### src/shared/gtc_defs.svh
/*
 Register offsets, field positions, reset values and timing counts of the
 gated 16-bit timer/counter.
 Assumes a 4-bit register index and 8-bit register data.
*/
`ifndef GTC_DEFS_SVH
`define GTC_DEFS_SVH

// register indices on the plain register port
`define GTC_ADDR_CTRL      4'h0
`define GTC_ADDR_CNT_LO    4'h1
`define GTC_ADDR_CNT_HI    4'h2
`define GTC_ADDR_AUX       4'h3
`define GTC_ADDR_IRQ       4'h4
`define GTC_ADDR_CCP_LO    4'h5
`define GTC_ADDR_CCP_HI    4'h6

// timer_control fields
`define GTC_CTRL_ON        0
`define GTC_CTRL_CS        1
`define GTC_CTRL_SYNC      2
`define GTC_CTRL_LPEN      3
`define GTC_CTRL_PS_LO     4
`define GTC_CTRL_PS_HI     5
`define GTC_CTRL_GE        6
`define GTC_CTRL_GINV      7

// auxiliary control fields (gate source, clock alternate, capture unit)
`define GTC_AUX_GSS        0
`define GTC_AUX_ACS        1
`define GTC_AUX_CSYNC      2
`define GTC_AUX_CAP        3
`define GTC_AUX_CMP        4
`define GTC_AUX_SEV        5
`define GTC_AUX_HI         5

// flag and enable fields
`define GTC_IRQ_FLAG       0
`define GTC_IRQ_IE         1
`define GTC_IRQ_PERIPHERAL_IRQ_ENABLE       2
`define GTC_IRQ_GIE        3
`define GTC_IRQ_HI         3

// reset values
`define GTC_CTRL_RST       8'h00
`define GTC_AUX_RST        6'h01
`define GTC_IRQ_RST        4'h0
`define GTC_CNT_RST        16'h0000
`define GTC_CCP_RST        16'h0000

// counts
`define GTC_CNT_MAX        16'hffff
`define GTC_QDIV_LAST      2'h3
`define GTC_PS_MASK_1      3'h0
`define GTC_PS_MASK_2      3'h1
`define GTC_PS_MASK_4      3'h3
`define GTC_PS_MASK_8      3'h7

`endif

### src/shared/gtc_pkg.sv
/*
 Types and helper functions of the gated 16-bit timer/counter.
 Assumes gtc_defs.svh is on the include path.
*/
`include "gtc_defs.svh"

package gtc_pkg;

   // counter clock source
   typedef enum logic [1:0] {
      GTC_SRC_QUARTER = 2'b00,
      GTC_SRC_FULL    = 2'b01,
      GTC_SRC_EXT     = 2'b10,
      GTC_SRC_NONE    = 2'b11
   } gtc_src_t;

   // prescale select to the mask of low counter bits that must be all ones
   function automatic logic [2:0] gtc_ps_mask(input logic [1:0] sel);
      case (sel)
         2'b00:   gtc_ps_mask = `GTC_PS_MASK_1;
         2'b01:   gtc_ps_mask = `GTC_PS_MASK_2;
         2'b10:   gtc_ps_mask = `GTC_PS_MASK_4;
         default: gtc_ps_mask = `GTC_PS_MASK_8;
      endcase
   endfunction

endpackage

### src/core/gtc_prescaler.sv
/*
 Prescaler of the timer/counter: passes one tick in 1, 2, 4 or 8.
 Assumes tick_in is a one-cycle enable on clk; clr empties the count.
*/
`timescale 1ns/1ps

module gtc_prescaler
   import gtc_pkg::*;
(
   // clock and reset
   input  wire logic       clk,
   input  wire logic       rst,
   // control
   input  wire logic       clr,
   input  wire logic [1:0] sel,
   // ticks
   input  wire logic       tick_in,
   output logic            tick_out
);

   logic [2:0] cnt_q;
   logic [2:0] cnt_d;
   wire  [2:0] mask = gtc_ps_mask(sel);

   assign tick_out = tick_in && ((cnt_q & mask) == mask);
   assign cnt_d    = clr ? 3'h0 : (tick_in ? 3'(cnt_q + 3'h1) : cnt_q);

   always_ff @(posedge clk or posedge rst) begin
      if (rst) begin
         cnt_q <= 3'h0;
      end else begin
         cnt_q <= cnt_d;
      end
   end

endmodule

### src/core/gtc_sync2.sv
/*
 Two flip-flop synchroniser for a vector of independent levels.
 Assumes each bit is a slow level; bits are not coherent with each other.
*/
`timescale 1ns/1ps

module gtc_sync2 #(
   parameter int W = 1
) (
   // clock and reset
   input  wire logic         clk,
   input  wire logic         rst,
   // levels
   input  wire logic [W-1:0] d,
   output logic      [W-1:0] q
);

   logic [W-1:0] meta_q;

   // meta_q feeds q only
   always_ff @(posedge clk or posedge rst) begin
      if (rst) begin
         meta_q <= '0;
         q      <= '0;
      end else begin
         meta_q <= d;
         q      <= meta_q;
      end
   end

endmodule

### src/core/gtc_timer.sv
/*
 Gated 16-bit timer/counter with prescaler, clock source selection,
 external clock synchronisation, gate control, overflow flag, sleep
 wake-up and capture/compare time base with special event clear.
 Assumes a single 25 MHz clk used as the oscillator clock; pins are
 asynchronous and pass two flip-flops; register port master is on clk.
*/
`timescale 1ns/1ps

// How it works
// - each byte read returns a stable registered counter byte, even counting externally.
// - gate comes from gate pin or comparator two output per source select.
// - gate enable ignored when off; when on, 1 gates counting, 0 counts freely.
// - gate polarity 1 counts while gate high, 0 while gate low.
// - wrapping from ffff to 0000 sets the overflow flag.
// - interrupt request needs flag plus overflow, peripheral and global enables.
// - overflow flag stays set until software clears it.
// - in sleep only unsynchronised external counting continues; all else freezes.
// - overflow in sleep with counter on and both enables raises wake.
// - capture mode copies the count into the capture/compare pair on event.
// - compare mode raises an event when count equals capture/compare pair.
// - special event trigger clears the counter and leaves the flag alone.
// - a counter byte write beats a coincident special event clear.
// - prescale field 00/01/10/11 divides by 1/2/4/8.
// - low-power oscillator enable acts only with internal oscillator, no clock out.
// - sync bit only matters for external clock: 1 bypasses, 0 synchronises.
// - source select 1 counts external rising edges; 0 uses internal clock.
// - on bit enables counting when set and halts it when clear.
// - a counter byte write loads the counter and empties the prescaler.
// - external counting needs a falling edge before the first counted rise.
module gtc_timer
   import gtc_pkg::*;
(
   // clock and reset
   input  wire logic       clk,
   input  wire logic       rst,
   // register port
   input  wire logic [3:0] reg_addr,
   input  wire logic [7:0] reg_wdata,
   input  wire logic       reg_wr,
   input  wire logic       reg_rd,
   output logic      [7:0] reg_rdata,
   // pins and comparator
   input  wire logic       external_clock_pin,
   input  wire logic       lp_osc_pin,
   input  wire logic       gate_pin,
   input  wire logic       comparator_two_output,
   // system
   input  wire logic       sleep,
   input  wire logic       internal_oscillator_no_clock_output_pin,
   input  wire logic       capture_event,
   // outputs
   output logic            irq_req,
   output logic            wake_req,
   output logic            compare_event,
   output logic            lp_osc_run
);

   // registers
   logic [7:0]            ctrl_q;
   logic [`GTC_AUX_HI:0]  aux_q;
   logic [`GTC_IRQ_HI:0]  irq_q;
   logic [15:0]           cnt_q;
   logic [15:0]           cnt_d;
   logic [15:0]           ccp_q;
   logic [15:0]           ccp_d;
   logic                  flag_d;
   logic [7:0]            rd_mux;
   logic                  ext_prev_q;
   logic                  armed_q;
   logic                  pend_q;
   logic [1:0]            qdiv_q;
   logic                  comp_held_q;
   logic                  eq_prev_q;
   logic [3:0]            pins_s;
   gtc_src_t              src;
   logic                  raw_tick;
   logic                  inc;

   // register decode
   wire wr_ctrl = reg_wr && (reg_addr == `GTC_ADDR_CTRL);
   wire wr_lo   = reg_wr && (reg_addr == `GTC_ADDR_CNT_LO);
   wire wr_hi   = reg_wr && (reg_addr == `GTC_ADDR_CNT_HI);
   wire wr_aux  = reg_wr && (reg_addr == `GTC_ADDR_AUX);
   wire wr_irq  = reg_wr && (reg_addr == `GTC_ADDR_IRQ);
   wire wr_cl   = reg_wr && (reg_addr == `GTC_ADDR_CCP_LO);
   wire wr_ch   = reg_wr && (reg_addr == `GTC_ADDR_CCP_HI);
   wire wr_cnt  = wr_lo || wr_hi;

   // control fields
   wire counter_on           = ctrl_q[`GTC_CTRL_ON];
   wire clock_source_select  = ctrl_q[`GTC_CTRL_CS];
   wire sync_bypass          = ctrl_q[`GTC_CTRL_SYNC];
   wire low_power_osc_enable = ctrl_q[`GTC_CTRL_LPEN];
   wire [1:0] prescale_select =
      ctrl_q[`GTC_CTRL_PS_HI:`GTC_CTRL_PS_LO];
   wire gate_enable          = ctrl_q[`GTC_CTRL_GE];
   wire gate_polarity        = ctrl_q[`GTC_CTRL_GINV];
   wire gate_source_select   = aux_q[`GTC_AUX_GSS];
   wire alternate_clock_select = aux_q[`GTC_AUX_ACS];
   wire comp_sync_enable     = aux_q[`GTC_AUX_CSYNC];
   wire capture_mode         = aux_q[`GTC_AUX_CAP];
   wire compare_mode         = aux_q[`GTC_AUX_CMP];
   wire special_event_enable = aux_q[`GTC_AUX_SEV];
   wire overflow_flag        = irq_q[`GTC_IRQ_FLAG];
   wire overflow_irq_enable  = irq_q[`GTC_IRQ_IE];
   wire peripheral_irq_enable = irq_q[`GTC_IRQ_PERIPHERAL_IRQ_ENABLE];
   wire global_irq_enable    = irq_q[`GTC_IRQ_GIE];

   // pins are foreign to clk: two flops before any use
   gtc_sync2 #(
      .W (4)
   ) u_sync (
      .clk (clk),
      .rst (rst),
      .d   ({comparator_two_output, gate_pin, lp_osc_pin,
             external_clock_pin}),
      .q   (pins_s)
   );

   wire ext_clk_s = pins_s[0];
   wire lp_osc_s  = pins_s[1];
   wire gate_s    = pins_s[2];
   wire comp_s    = pins_s[3];

   // low-power oscillator only usable without clock output
   assign lp_osc_run = low_power_osc_enable && internal_oscillator_no_clock_output_pin;
   wire ext_level = lp_osc_run ? lp_osc_s : ext_clk_s;

   wire ext_rise = ext_level && !ext_prev_q;
   wire ext_fall = !ext_level && ext_prev_q;

   // sync bit is ignored on the internal clock
   wire async_mode = clock_source_select && sync_bypass;

   // internal instruction clock: one enable in four
   wire quarter_tick = (qdiv_q == `GTC_QDIV_LAST);

   assign src = clock_source_select ? GTC_SRC_EXT :
                (alternate_clock_select ? GTC_SRC_FULL : GTC_SRC_QUARTER);

   // a counted rise must follow a registered fall
   wire ext_count = ext_rise && armed_q;

   // synchronised external edges wait for the next internal phase tick
   wire pend_set = ext_count && !async_mode;

   always_comb begin
      case (src)
         GTC_SRC_QUARTER: raw_tick = quarter_tick;
         GTC_SRC_FULL:    raw_tick = 1'b1;
         GTC_SRC_EXT:     raw_tick = async_mode ? ext_count
                                     : (pend_q && quarter_tick);
         default:         raw_tick = 1'b0;
      endcase
   end

   // only unsynchronised external counting survives sleep
   wire frozen = sleep && !async_mode;

   // comparator level may be re-timed to the counter clock
   wire comp_level = comp_sync_enable ? comp_held_q : comp_s;
   wire gate_level = gate_source_select ? gate_s : comp_level;
   wire gate_ok    = !gate_enable || (gate_level == gate_polarity);
   wire run        = counter_on && !frozen && gate_ok;

   // a counter write also empties the prescaler
   gtc_prescaler u_ps (
      .clk      (clk),
      .rst      (rst),
      .clr      (wr_cnt),
      .sel      (prescale_select),
      .tick_in  (raw_tick && run),
      .tick_out (inc)
   );

   // special event clears on the first match cycle: ccp is the last count
   wire eq       = compare_mode && (cnt_q == ccp_q);
   wire sev      = eq && !eq_prev_q && special_event_enable;
   wire at_max   = (cnt_q == `GTC_CNT_MAX);
   wire overflow = inc && at_max && !wr_cnt && !sev;

   // counter next value: write beats special event beats increment
   always_comb begin
      if (wr_lo) begin
         cnt_d = {cnt_q[15:8], reg_wdata};
      end else if (wr_hi) begin
         cnt_d = {reg_wdata, cnt_q[7:0]};
      end else if (sev) begin
         cnt_d = `GTC_CNT_RST;
      end else if (inc) begin
         cnt_d = 16'(cnt_q + 16'h0001);
      end else begin
         cnt_d = cnt_q;
      end
   end

   // capture pair: capture event has priority over a software write
   always_comb begin
      ccp_d = ccp_q;
      if (capture_mode && capture_event) begin
         ccp_d = cnt_q;
      end else if (wr_cl) begin
         ccp_d = {ccp_q[15:8], reg_wdata};
      end else if (wr_ch) begin
         ccp_d = {reg_wdata, ccp_q[7:0]};
      end
   end

   // overflow set wins over a software clear in the same cycle
   assign flag_d = overflow ||
                   (wr_irq ? reg_wdata[`GTC_IRQ_FLAG] : overflow_flag);

   assign irq_req  = overflow_flag && overflow_irq_enable &&
                     peripheral_irq_enable && global_irq_enable;
   assign wake_req = counter_on && overflow_flag &&
                     overflow_irq_enable && peripheral_irq_enable;

   // read selection; bytes come straight from the counter flops
   always_comb begin
      case (reg_addr)
         `GTC_ADDR_CTRL:   rd_mux = ctrl_q;
         `GTC_ADDR_CNT_LO: rd_mux = cnt_q[7:0];
         `GTC_ADDR_CNT_HI: rd_mux = cnt_q[15:8];
         `GTC_ADDR_AUX:    rd_mux = {2'h0, aux_q};
         `GTC_ADDR_IRQ:    rd_mux = {4'h0, irq_q};
         `GTC_ADDR_CCP_LO: rd_mux = ccp_q[7:0];
         `GTC_ADDR_CCP_HI: rd_mux = ccp_q[15:8];
         default:          rd_mux = 8'h00;
      endcase
   end

   // register file
   always_ff @(posedge clk or posedge rst) begin
      if (rst) begin
         ctrl_q    <= `GTC_CTRL_RST;
         aux_q     <= `GTC_AUX_RST;
         irq_q     <= `GTC_IRQ_RST;
         reg_rdata <= 8'h00;
      end else begin
         if (wr_ctrl) begin
            ctrl_q <= reg_wdata;
         end
         if (wr_aux) begin
            aux_q <= reg_wdata[`GTC_AUX_HI:0];
         end
         irq_q <= {(wr_irq ? reg_wdata[`GTC_IRQ_HI:1] : irq_q[`GTC_IRQ_HI:1]),
                   flag_d};
         reg_rdata <= reg_rd ? rd_mux : 8'h00;
      end
   end

   // counting state
   always_ff @(posedge clk or posedge rst) begin
      if (rst) begin
         cnt_q <= `GTC_CNT_RST;
         ccp_q <= `GTC_CCP_RST;
      end else begin
         cnt_q <= cnt_d;
         ccp_q <= ccp_d;
      end
   end

   // edge tracking and clock phase
   always_ff @(posedge clk or posedge rst) begin
      if (rst) begin
         ext_prev_q <= 1'b0;
         armed_q    <= 1'b0;
         pend_q     <= 1'b0;
         qdiv_q     <= 2'h0;
      end else begin
         ext_prev_q <= ext_level;
         qdiv_q     <= 2'(qdiv_q + 2'h1);
         // off or internal clock: the next external run must re-arm
         if (!counter_on || !clock_source_select) begin
            armed_q <= 1'b0;
         end else if (ext_fall) begin
            armed_q <= 1'b1;
         end
         pend_q <= (pend_q && !quarter_tick) || pend_set;
      end
   end

   // comparator re-timing and compare pulse
   always_ff @(posedge clk or posedge rst) begin
      if (rst) begin
         comp_held_q   <= 1'b0;
         eq_prev_q     <= 1'b0;
         compare_event <= 1'b0;
      end else begin
         if (raw_tick) begin
            comp_held_q <= comp_s;
         end
         eq_prev_q     <= eq;
         compare_event <= eq && !eq_prev_q;
      end
   end

endmodule

### config.mk
export PLATFORM = sky130hd
export DESIGN_NAME = gtc_timer
export DESIGN_NICKNAME = d
export VERILOG_FILES = /design/src/shared/gtc_pkg.sv /design/src/core/gtc_prescaler.sv /design/src/core/gtc_sync2.sv /design/src/core/gtc_timer.sv
export VERILOG_INCLUDE_DIRS = /design/src /design/src/shared
export SDC_FILE = /design/constraint.sdc
export NUM_CORES = 1
export LEC_CHECK = 0
export BUFFER_PORTS_ARGS = -buffer_cell sky130_fd_sc_hd__buf_2
export CAP_MARGIN = 20
export CELL_PAD_IN_SITES_DETAIL_PLACEMENT = 0
export CELL_PAD_IN_SITES_GLOBAL_PLACEMENT = 2
export CORE_MARGIN = 4
export CORE_UTILIZATION = 30
export CTS_CLUSTER_SIZE = 25
export DETAILED_ROUTE_END_ITERATION = 10
export GPL_TIMING_DRIVEN = 0
export PLACE_DENSITY = 0.76
export RECOVER_POWER = 100
export SYNTH_ARGS = -nofsm -noshare
export SYNTH_HDL_FRONTEND = slang
export SYNTH_SLANG_ARGS = --single-unit
### constraint.sdc
create_clock -name clk -period 2.5 [get_ports clk]
set_input_delay 0.5 -clock clk [delete_from_list [all_inputs] [get_ports clk]]
set_output_delay 0.5 -clock clk [all_outputs]
set_load 0.1 [all_outputs]
# After elaboration in Yosys (flattened, before gate mapping)

Cells that the tools add are included.

Add/sub/neg operators: 3
$mul: 0
Div/mod/pow operators: 0
$lt $le $gt $ge: 0
Eq/ne operators: 17
Shifts and indexed selects: 0
Mux-type cells: 22
Bitwise operators: 2
Reduce and logical (&&, ||, !) cells: 61

Operators with widths:

| kind                                                                  | number |
|---|---|
| 16-bit two-way mux                                                    | 6 |
| 8-bit one-hot mux with 7 select lines                                 | 1 |
| 1-bit logical AND                                                     | 33 |
| 16-bit by 1-bit adder with 16-bit output, second input constant       | 1 |
| 16-bit equality test                                                  | 1 |
| 16-bit equality test, second input constant                           | 1 |
| 8-bit two-way mux                                                     | 2 |
| 4-bit by 3-bit equality test with 1-bit output, second input constant | 3 |
| 1-bit logical NOT                                                     | 11 |
| 3-bit one-hot mux with 3 select lines                                 | 1 |
| 4-bit by 2-bit equality test with 1-bit output, second input constant | 2 |
| 1-bit two-way mux                                                     | 8 |
| 2-bit nonzero test                                                    | 4 |
| 2-bit equality test, second input constant                            | 3 |
| 3-bit two-way mux                                                     | 2 |
| 2-bit AND reduction                                                   | 3 |
| 3-bit nonzero test                                                    | 2 |
| 1-bit logical OR                                                      | 5 |
| 2-bit by 1-bit equality test with 1-bit output, second input constant | 2 |
| 4-bit by 1-bit equality test with 1-bit output, second input constant | 1 |
| 2-bit logical NOT                                                     | 2 |
| 4-bit logical NOT                                                     | 1 |
| 3-bit by 1-bit adder with 3-bit output, second input constant         | 1 |
| 3-bit AND                                                             | 1 |
| other kinds (8)                                                       | 8 |

Bits in registers: 77
Bits in latches: 0
Bits in writable memories: 0
Memory bits (read-only): 0
Input bits: 23
Output and inout bits: 12
Logic and storage cells: 124
Memories: 0

# Longest topological paths before layout

Gate-level depths: netlist (run 1).

Word-level depth: 12
Depth in mapped cells: 9
Mapped depth without buffers: 8

# Hierarchy

Synthesis (run 1) repeated with hierarchy kept, for this count alone.

Cells, all modules: 442
Area, all modules: 4,335.4 um^2

By module, submodules not included:

| module        | instances | cells each | area an instance (um^2) | sequential area each (um^2) |
|---|---|---|---|---|
| gtc_timer     | 1         | 416        | 3,972.6                 | 1,652.8 |
| gtc_sync2     | 1         | 9          | 203.9                   | 200.2 |
| gtc_prescaler | 1         | 17         | 158.9                   | 75.1 |

# Least setup slack after synthesis (run 1)

No wires, ideal clock.

Kind: register -> output
Start: register ctrl_q[0]
End: output wake_req
Arrival: 1,713 ps
Data required time: 2,000 ps
Setup slack: 287 ps
Cell stages (with the launch flop): 3
Path buffers: 0
Path through: dfrtp_1 -> inv_1 -> nor2_1

Cells in the longest elaborated chain, start to end: 3

Ends and longest elaborated chain:

| element                        | RTL line         | RTL |
|---|---|---|
| start: declaration             | gtc_timer.sv:60  | `logic [7:0] ctrl_q;` |
| start signal: assignment       | gtc_timer.sv:236 | `` ctrl_q <= `GTC_CTRL_RST; `` |
| start signal: assignment       | gtc_timer.sv:242 | `ctrl_q <= reg_wdata;` |
| 1-bit logical AND (2 in a row) | gtc_timer.sv:216 | `assign wake_req = counter_on && overflow_flag &&` |
| 1-bit logical AND              | gtc_timer.sv:217 | `overflow_irq_enable && peripheral_irq_enable;` |
| end: declaration               | gtc_timer.sv:54  | `output logic wake_req,` |

Every way passes these cells.

# Final worst setup path (run 1)

Start: register cnt_q[2]
End: register cnt_q[10]

Cells in the longest elaborated chain, start to end: 6
Elaborated cells between the ends (all ways): 10
Classes of those cells: add/sub: 1; eq/ne: 1; mux: 3; reduce/logical: 5

Ends and longest elaborated chain:

| element                                                                          | RTL line         | RTL |
|---|---|---|
| start: declaration                                                               | gtc_timer.sv:63  | `logic [15:0] cnt_q;` |
| start signal: assignment                                                         | gtc_timer.sv:256 | `` cnt_q <= `GTC_CNT_RST; `` |
| start signal: assignment                                                         | gtc_timer.sv:259 | `cnt_q <= cnt_d;` |
| branches (longest 6 deep; another with 16-bit by 1-bit adder with 16-bit output) | --               |  |

Several ways; the timed one is not identified. The select of a mux whose other input is x is not followed.
A chain may end at the register's enable or synchronous reset.

==> flow_summary.toml, run 1 <==
[power_and_ir_drop]
ir_drop_v = 0.0003645
power_density_mw_per_mm2 = 851.0
p_int_mw = 2.730
switching_share_pct = 35.73
pwr-share-comb_pct = 25.1
switchingPower_mw = 1.518
share_seq_of_total_power_pct = 43.4
p_leak_nw = 2.069
p_clk_share_pct = 31.5

[drt]
drc = 0
num_vias = 3618
wl_per_cell_um = 19.97
ant_nets = 0
initialDrtViolationCount = 353
first_pass_iters = 5
via_per_inst = 5.441
routed_wl_um = 13280

[grt]
grt_pass1_wl_um = 21090
grt_usage_pct = 17.00
grt_antenna_before_repair = 0
gr-total-overflow = 0
grt_pass1_vias = 3649
grt_max_degree = 58

[synth]
ys.flop_type = "dfrtp_1"
ys_warn_count = 0
syn-mean-instance-area_um2 = 9.699
synth_nets = 465
postSynthCellCount = 439
ys_seq_area_share_pct = 45.28
syn-cell-area_mm2 = 0.004258
ys_seq_elements = 77
async_reset_ff_share_pct = 100.0
synth_enable_flop_cells = 0
ys_types = 57

[timing]
hold_viol = 0
relSlewSlack_pct = 12.37
slew_viol_final = 0
rsz0062_at_grt = "false"
holdWs_ps = 253.8
fmax_mhz = 418.5
period_share_pct = 95.58
worstMarginPinSlew_ps = 1315
fin_tns_setup_ps = 0
skew_ps = 9.195
setup_violations = 0
period_needed_ps = 2390

[cells_and_area]
area_growth_pct = 17.25
diodes = 0
final_common_cell = "dfrtp_1"
layout_common_cells = "dfrtp_1, nand2_1, buf_2"
final_net_count = 506
fin_area_mm2 = 0.004992
drive_gt1_share_pct = 18.76
utilization_pct = 35.97

[floorplan]
die_h_um = 127.1
start_util_pct = 30.67
core_area_mm2 = 0.01388
die_w_um = 127.1
io_pins = 35
num_rows = 43
dieArea_mm2 = 0.01616

[critical_path]
path_max_fanout = 9
cp_data_arrival_time_ps = 2620
required_ps = 2730
endpoint_kind = "flop"
startpoint_type = "flop"
criticalPathCategory = "flop to flop"

[clocking]
cts_tree = "built"
cts_buffer_depth = 2
cts_num_sinks = 77
cts_root_buffer = "clkbuf_16"
cts_hold_buffers = 0
path_clk_slew_ps = 60
htree_levels = 3
cts_buffers = 9
worstSkewPairLatency_ps = 350

[placement]
numPortBuffers = 31
post_dp_cell_area_mm2 = 0.004668
place_congestion = 0.9329
dp_hpwl_um = 9615

[outcome]
status = "completed"

[job]
max_cap_violations = 0

[worst_hold_path]
hold_class = "input pin to flop"
state kept, by name (all words and copies together), names as in the netlist, 2 cells and up:
name,cells
ccp_q,16
cnt_q,16
ctrl_q,8
reg_rdata,8
aux_q,6
irq_q,4
u_sync.meta_q,4
u_sync.q,4
u_ps.cnt_q,3
qdiv_q,2
path summary, 6_finish.rpt:
path	to	slack, ps	cells past startpoint	startpoint
worst min register to register	u_sync.q[3]	350	0	u_sync.meta_q[3]
worst max register to register	cnt_q[10]	110	9	cnt_q[2]
worst max-delay path	cnt_q[10]	110	9	cnt_q[2]
worst min-delay path	u_sync.meta_q[2]	250	1	gate_pin
max in group asynchronous	aux_q[4]	470	3	rst
min in group asynchronous	reg_rdata[3]	280	2	rst
layer usage:
metal  GRT usage [%]  wire, um  share of wire, %
met4           9.022       427               3.2
met5               0         0                 0
met3           2.467       722               5.4
met1           23.41      5908                44
met2           25.90      6225                47
cells in the mapped netlist, types with 2 or more instances:
library cell  number  area (um^2)
o211ai_1           4        30.03
nand2b_1           3        18.77
nor3_1             6        30.03
nor2_1            29        108.9
o21ai_1            3        15.01
a31oi_1            4        25.02
nand3_1           19        95.09
a211oi_1          11        82.58
a311oi_1           3        26.28
a22oi_1           16        120.1
nand4_1            7        43.79
o21ai_0           17        85.08
ha_1               3        37.54
a41oi_1            4        35.03
nand3b_1           4        30.03
nand2_1           56        210.2
a22o_1             4        35.03
clkbuf_1          17        63.81
buf_1              4        15.01
or3_1              5        31.28
nor3b_1            3        22.52
dfrtp_1           76         1902
nor2b_1            7        43.79
and2_1             9        56.30
xnor2_1           12        105.1
mux4_2             2        45.04
a221oi_1           4        35.03
mux2_2            20        225.2
xor2_1             5        43.79
and3_1             8        50.05
mux2i_1           15        150.1
or4_1              2        15.01
a21oi_1           14        70.07
inv_1             13        48.80
buf_2              8        40.04
repair_timing:
item                                    4_1_cts  5_1_grt
endpoints found under the setup margin        5       19
gates cloned                                  0        0
gates resized for setup                       2        8
buffers inserted                              0        2
endpoints found under the hold margin         0        0
pin swaps                                     0        3
through the flow:
stage	power (mW)	setup slack, ps	cells
floorplan	2.527	34.98	439
global placement	2.872	-1021	650
detailed placement	2.900	-193.6	651
CTS	4.263	4.123	665
global route	4.479	5.533	665
finish	4.248	110.4	665
cells by family after synthesis:
| family | share of synthesized area, % |
|---|---|
| adders and majority gates | 0.8817 |
| buffers and inverters | 3.938 |
| muxes | 9.874 |
| DFF | 45.28 |
| xor gates and xnor gates | 3.497 |
| AOI/OAI and AO/OA | 17.72 |
| and+or+nand+nor | 18.81 |
worst max-delay path, stage by stage, from the launching register on:
cell and delay, ps:
dfrtp_1 350, buf_2 200, xnor2_1 170, nand3_1 140, a2111oi_4 410, and3_1 210, clkbuf_4 190, nor2_1 130
a311o_1 340, o221a_2 120
cell type report:
| type | count | area (um^2) |
|---|---|---|
| Buffer | 25 | 107.6 |
| Timing Repair Buffer | 34 | 170.2 |
| Inverter | 13 | 50.05 |
| Clock inverter | 6 | 71.32 |
| Clock buffer | 10 | 229.0 |
| Multi-Input combinational cell | 320 | 2211 |
| Tap cell | 180 | 225.2 |
| Sequential cell | 77 | 1928 |
| Fill cell | 1420 | 8889 |
power by group through the flow:
stage          clock network (mW)  registers [mW]  logic [mW]
2_1_floorplan                   0            1.75       0.772
3_3_place_gp                    0            1.82        1.06
3_5_place_dp                    0            1.82        1.08
4_1_cts                      1.36            1.82        1.08
5_1_grt                      1.42            1.88        1.18
6_report                     1.34            1.84        1.07
Note: power is estimated with default switching activity, not from simulation.
==> run 2: changes to the inputs <==
--- a/config.mk
+++ b/config.mk
@@ -15,8 +15,10 @@
 export CTS_CLUSTER_SIZE = 25
 export DETAILED_ROUTE_END_ITERATION = 10
 export GPL_TIMING_DRIVEN = 0
+export MAX_ROUTING_LAYER = met4
 export PLACE_DENSITY = 0.76
 export RECOVER_POWER = 100
+export SETUP_SLACK_MARGIN = 0.4
 export SYNTH_ARGS = -nofsm -noshare
 export SYNTH_HDL_FRONTEND = slang
 export SYNTH_SLANG_ARGS = --single-unit
==> run 2 against run 1 <==
Non-clock buffer count is 26 higher. Largest cell class unchanged. Wire length is 3.4% higher. Combinational power is 21% higher. Count of clock-buffer cells in the layout is 3 higher. Hold slack better by 3.8 ps.
==> flow_summary.toml, run 2 (synthesized netlist as in run 1, its figures left out) <==
[timing]
holdWs_ps = 257.6
period_share_pct = 92.09
setup_violations = 0
rsz0062_at_grt = "true"
fmax_mhz = 434.4
hold_viol = 0
relSlewSlack_pct = 22.06
worstMarginPinSlew_ps = 1174
fin_tns_setup_ps = 0
period_needed_ps = 2302
slew_viol_final = 0
skew_ps = 9.259

[worst_hold_path]
hold_class = "input pin to flop"
min_from = "lp_osc_pin"
holdPathEnd = "u_sync.meta_q[1]"
whs_path_depth = 1

[floorplan]
io_pins = 35
core_area_mm2 = 0.01388
die_w_um = 127.1
num_rows = 43
start_util_pct = 30.67
dieArea_mm2 = 0.01616
die_h_um = 127.1

[critical_path]
path_max_fanout = 6
endpoint_kind = "flop"
criticalPathCategory = "flop to flop"
cp_top_family = "compound AO/OA/AOI/OAI gates"
startpoint_type = "flop"
crit_buf_inv = 3
cpMostUsedCell = "buf_6"
reg2regPathDepth = 11
timing.rr.start = "qdiv_q[0]"
slowest_delay_ps = 400
cp_data_arrival_time_ps = 2530
reg2reg_slack_ps = 200
r2r_end = "cnt_q[11]"
slowest_stage = "a2111oi_4"
worstPathCellList = "ha_2 -> nand2_4 -> a2111oi_4 -> o211ai_4 -> clkbuf_1 -> nor2_4 -> buf_6 -> buf_6 -> nand2_2 -> o21ai_0 -> a211oi_2"
required_ps = 2720

[cells_and_area]
final_common_cell = "dfrtp_1"
drive_gt1_share_pct = 27.59
reg.largest.list = "ccp_q x16, cnt_q x16"
diodes = 0
utilization_pct = 39.08
layout_common_cells = "dfrtp_1, nand2_1, clkbuf_1"
final_net_count = 532
area_growth_pct = 27.42

[grt]
use_met1_pct = 23.86
grt_pass1_wl_um = 21540
grt_busiest_layer = "met2"
gr-total-overflow = 0
grt_usage_pct = 17.96
gr-usage-met2_pct = 26.99
grt_pass1_vias = 3708
grt_max_degree = 34
grt_antenna_before_repair = 0
met3_usage_pct = 2.843

[clocking]
path_clk_slew_ps = 60
cts_buffers = 9
cts_root_buffer = "clkbuf_16"
cts_num_sinks = 77
cts_buffer_depth = 2
cts_tree = "built"
worstSkewPairLatency_ps = 350
htree_levels = 3
cts_hold_buffers = 0

[power_and_ir_drop]
power_density_mw_per_mm2 = 827.6
p_int_mw = 2.927
ir_drop_v = 0.0003546
switching_share_pct = 34.81
share_seq_of_total_power_pct = 40.5
switchingPower_mw = 1.563
p_leak_nw = 2.266
pwr-share-comb_pct = 29.0
p_clk_share_pct = 30.4

[drt]
num_vias = 3815
drc = 0
ant_nets = 0
via_per_inst = 5.521
routed_wl_um = 13740
first_pass_iters = 5
wl_per_cell_um = 19.88
initialDrtViolationCount = 336

[job]
max_cap_violations = 0

[placement]
numPortBuffers = 31
dp_hpwl_um = 9751
place_congestion = 0.8853

[outcome]
status = "completed"
[run 2: cell types whose count changed in the layout (fill, tap and decap cells not counted), sizes merged]
cell / previous run / this run
clkbuf: 28 / 50
inv: 13 / 12
clkinvlp: 3 / 1
buf: 41 / 48
[run 2: power groups by stage]
stage	sequential, mW	combinational, mW	clock, mW
floorplan	1.76	0.776	0
global placement	1.80	1.06	0
detailed placement	1.81	1.07	0
CTS	1.81	1.24	1.39
global route	1.85	1.42	1.44
finish	1.82	1.30	1.37
[run 2: worst register-to-register path, stage by stage, from the launching register on]
cell,delay (ps)
dfrtp_1,350
ha_2,250
nand2_4,70
a2111oi_4,400
o211ai_4,170
clkbuf_1,160
nor2_4,100
buf_6,130
buf_6,110
nand2_2,40
o21ai_0,290
a211oi_2,120
[run 2: cell type report]
cell class | instances | area, um^2
plain buffers | 29 | 171.4
clock buffers | 13 | 260.3
clock inverters | 3 | 43.79
fillers | 1429 | 8456
inverters | 13 | 50.05
multi-input cells | 320 | 2395
flip-flops and latches | 77 | 1932
well taps | 180 | 225.2
repair buffers | 56 | 347.8
[run 2: worst max-delay path by stage]
stage,cells after the start,startpoint,endpoint
finish,11,qdiv_q[0],cnt_q[11]
global route,9,qdiv_q[0],cnt_q[5]
CTS,7,qdiv_q[0],cnt_q[3]
detailed placement,8,reg_addr[1],cnt_q[14]
global placement,8,reg_addr[1],cnt_q[14]
floorplan,7,qdiv_q[0],cnt_q[3]
[run 2: per-stage QoR]
step / worst slack, ps / instance area (um^2) / cells / total power, mW
after global placement: -186.7 / 4657 / 650 / 2.859
final: 197.9 / 5425 / 691 / 4.490
after CTS: 257.9 / 5266 / 678 / 4.436
after detailed placement: -151.4 / 4697 / 652 / 2.883
after floorplan: 402.8 / 4277 / 439 / 2.531
after global routing: 98.45 / 5425 / 691 / 4.717
[run 2: repair_timing]
item                       CTS  global route
cloned                       0             0
buffers inserted            10            13
pin swaps                   17            18
gates resized for setup     43            37
setup endpoints to repair   25            20
[run 2: layer usage]
metal,vias up,part of all wire [%],wire (um)
met4,0,2.8,386
met2,124,46,6322
met3,27,5.0,684
li1,1744,-,-
met5,-,0,0
met1,1920,46,6340
==> run 3: changes to the inputs <==
--- a/config.mk
+++ b/config.mk
@@ -17,7 +17,7 @@
 export GPL_TIMING_DRIVEN = 0
 export MAX_ROUTING_LAYER = met4
 export PLACE_DENSITY = 0.76
-export RECOVER_POWER = 100
+export RECOVER_POWER = 50
 export SETUP_SLACK_MARGIN = 0.4
 export SYNTH_ARGS = -nofsm -noshare
 export SYNTH_HDL_FRONTEND = slang
==> run 3 against run 2 <==
Combinational power is essentially flat. Wire length grew 0.16%. Final area grew 0.71%. Core utilization grew 0.28 points. Worst setup slack gained 38 ps. Register-to-register slack gained 40 ps. Highest routed layer unchanged. Sequential share of layout area shrank 0.25 points. Clock skew shrank 1.1 ps. Global-route usage is the same. Critical path depth shrank 4. Hold slack is essentially flat. Clock power is essentially flat.
==> flow_summary.toml, run 3 (synthesized netlist as in run 1, its figures left out) <==
[outcome]
status = "completed"

[cells_and_area]
drive_gt1_share_pct = 30.53
final_net_count = 532
reg.largest.list = "ccp_q x16, cnt_q x16"
diodes = 0
fillerInstances = 1422
final_cells = 691
fin_area_mm2 = 0.005464
area_growth_pct = 28.33
final_common_cell = "dfrtp_1"
layout_common_cells = "dfrtp_1, nand2_1, buf_2"

[drt]
routed_wl_um = 13760
initialDrtViolationCount = 371
wl_met2_um = 6282
m1WireLength_um = 6377
met3_length_um = 703
first_pass_iters = 6
via_per_inst = 5.493
num_vias = 3796
ant_nets = 0
wl_per_cell_um = 19.91
drc = 0
routed.top_layer = "met4"

[floorplan]
core_area_mm2 = 0.01388
io_pins = 35
start_util_pct = 30.67
dieArea_mm2 = 0.01616
num_rows = 43
die_h_um = 127.1
die_w_um = 127.1

[timing]
relSlewSlack_pct = 35.05
rsz0062_at_grt = "true"
slew_viol_final = 0
fmax_mhz = 441.7
period_share_pct = 90.56
hold_viol = 0
worstMarginPinSlew_ps = 969.0
setup_violations = 0
skew_ps = 8.208
period_needed_ps = 2264

[clocking]
htree_levels = 3
path_clk_slew_ps = 60
cts_buffers = 9
cts_root_buffer = "clkbuf_16"
cts_num_sinks = 77
cts_tree = "built"
cts_buffer_depth = 2
worstSkewPairLatency_ps = 350
cts_hold_buffers = 0

[critical_path]
startpoint_type = "flop"
slowest_stage = "or3_1"
cp_top_family = "simple AND/OR/NAND/NOR gates"
endpoint_kind = "flop"
path_max_fanout = 6
reg2reg_slack_ps = 240
cp_data_arrival_time_ps = 2530
required_ps = 2760
crit_buf_inv = 0
slowest_delay_ps = 430
worstPathCellList = "ha_2 -> nand2_4 -> a2111oi_4 -> o211ai_4 -> or3_1 -> or4_1 -> o211ai_1"
criticalPathCategory = "flop to flop"

[grt]
grt_pass1_wl_um = 21540
grt_max_degree = 34
grt_pass1_vias = 3708
grt_antenna_before_repair = 0
gr-total-overflow = 0
grt_usage_pct = 17.96

[power_and_ir_drop]
ir_drop_v = 0.0003543
power_density_mw_per_mm2 = 825.1
p_leak_nw = 2.322
power.total_mw = 4.508

[placement]
numPortBuffers = 31
post_dp_cell_area_mm2 = 0.004697
dp_hpwl_um = 9751
place_congestion = 0.8853
placed_cells = 652

[job]
max_cap_violations = 0

[worst_hold_path]
hold_class = "input pin to flop"
[run 3: cell count changes in the layout (fill, tap and decap cells not counted), sizes merged]
| cell | change |
|---|---|
| buf | +21 |
| clkbuf | -21 |
[run 3: what timing repair did]
item | 4_1_cts | 5_1_grt
buffers inserted | 10 | 13
endpoints found under the setup margin | 25 | 20
endpoints found under the hold margin | 0 | 0
pin swaps | 17 | 18
gates resized for setup | 43 | 37
[run 3: cell type report]
| class | count | area (um^2) | share of cell area, % |
|---|---|---|---|
| clock buffers | 13 | 260.3 | 4.763 |
| clock inverters | 3 | 43.79 | 0.8015 |
| well taps | 180 | 225.2 | 4.122 |
| plain buffers | 29 | 172.7 | 3.160 |
| inverters | 13 | 50.05 | 0.9160 |
| multi-input cells | 320 | 2410 | 44.10 |
| repair buffers | 56 | 370.4 | 6.778 |
| flip-flops and latches | 77 | 1932 | 35.36 |
[run 3: worst paths after layout]
check                                 start          endpoint  cells past startpoint
max                               qdiv_q[0]          cnt_q[3]                      7
min                                gate_pin  u_sync.meta_q[2]                      1
max reg2reg                       qdiv_q[0]          cnt_q[3]                      7
min reg2reg                u_sync.meta_q[3]       u_sync.q[3]                      0
max in group asynchronous               rst          cnt_q[7]                      3
min in group asynchronous               rst         ctrl_q[3]                      2
[run 3: through the flow]
step	setup TNS [ps]	util, %	setup WS, ps	hold slack (ps)
floorplan	0	-	402.8	331.2
global placement	-705.6	33.55	-186.7	334.0
detailed placement	-491.3	33.84	-151.4	340.4
CTS	0	37.94	257.9	198.1
global route	0	39.36	102.0	255.3
finish	0	39.36	236.0	257.6
[run 3: layer usage]
layer / global-route usage (%) / vias up
met5: - / -
met2: 26.99 / 122
li1: - / 1741
met1: 23.86 / 1904
met4: 8.391 / 0
met3: 2.843 / 29
[run 3: worst register-to-register path, cell delays in order (launching register included)]
cell and delay (ps):
dfrtp_1 350, ha_2 250, nand2_4 70, a2111oi_4 400, o211ai_4 180, or3_1 430
or4_1 410, o211ai_1 100
[run 3: power by group]
group	internal (mW)	total (mW)	switching, mW	leakage (nW)
combinational	0.593	1.32	0.723	1.20
sequential	1.51	1.82	0.310	0.972
clock	0.829	1.37	0.541	0.150
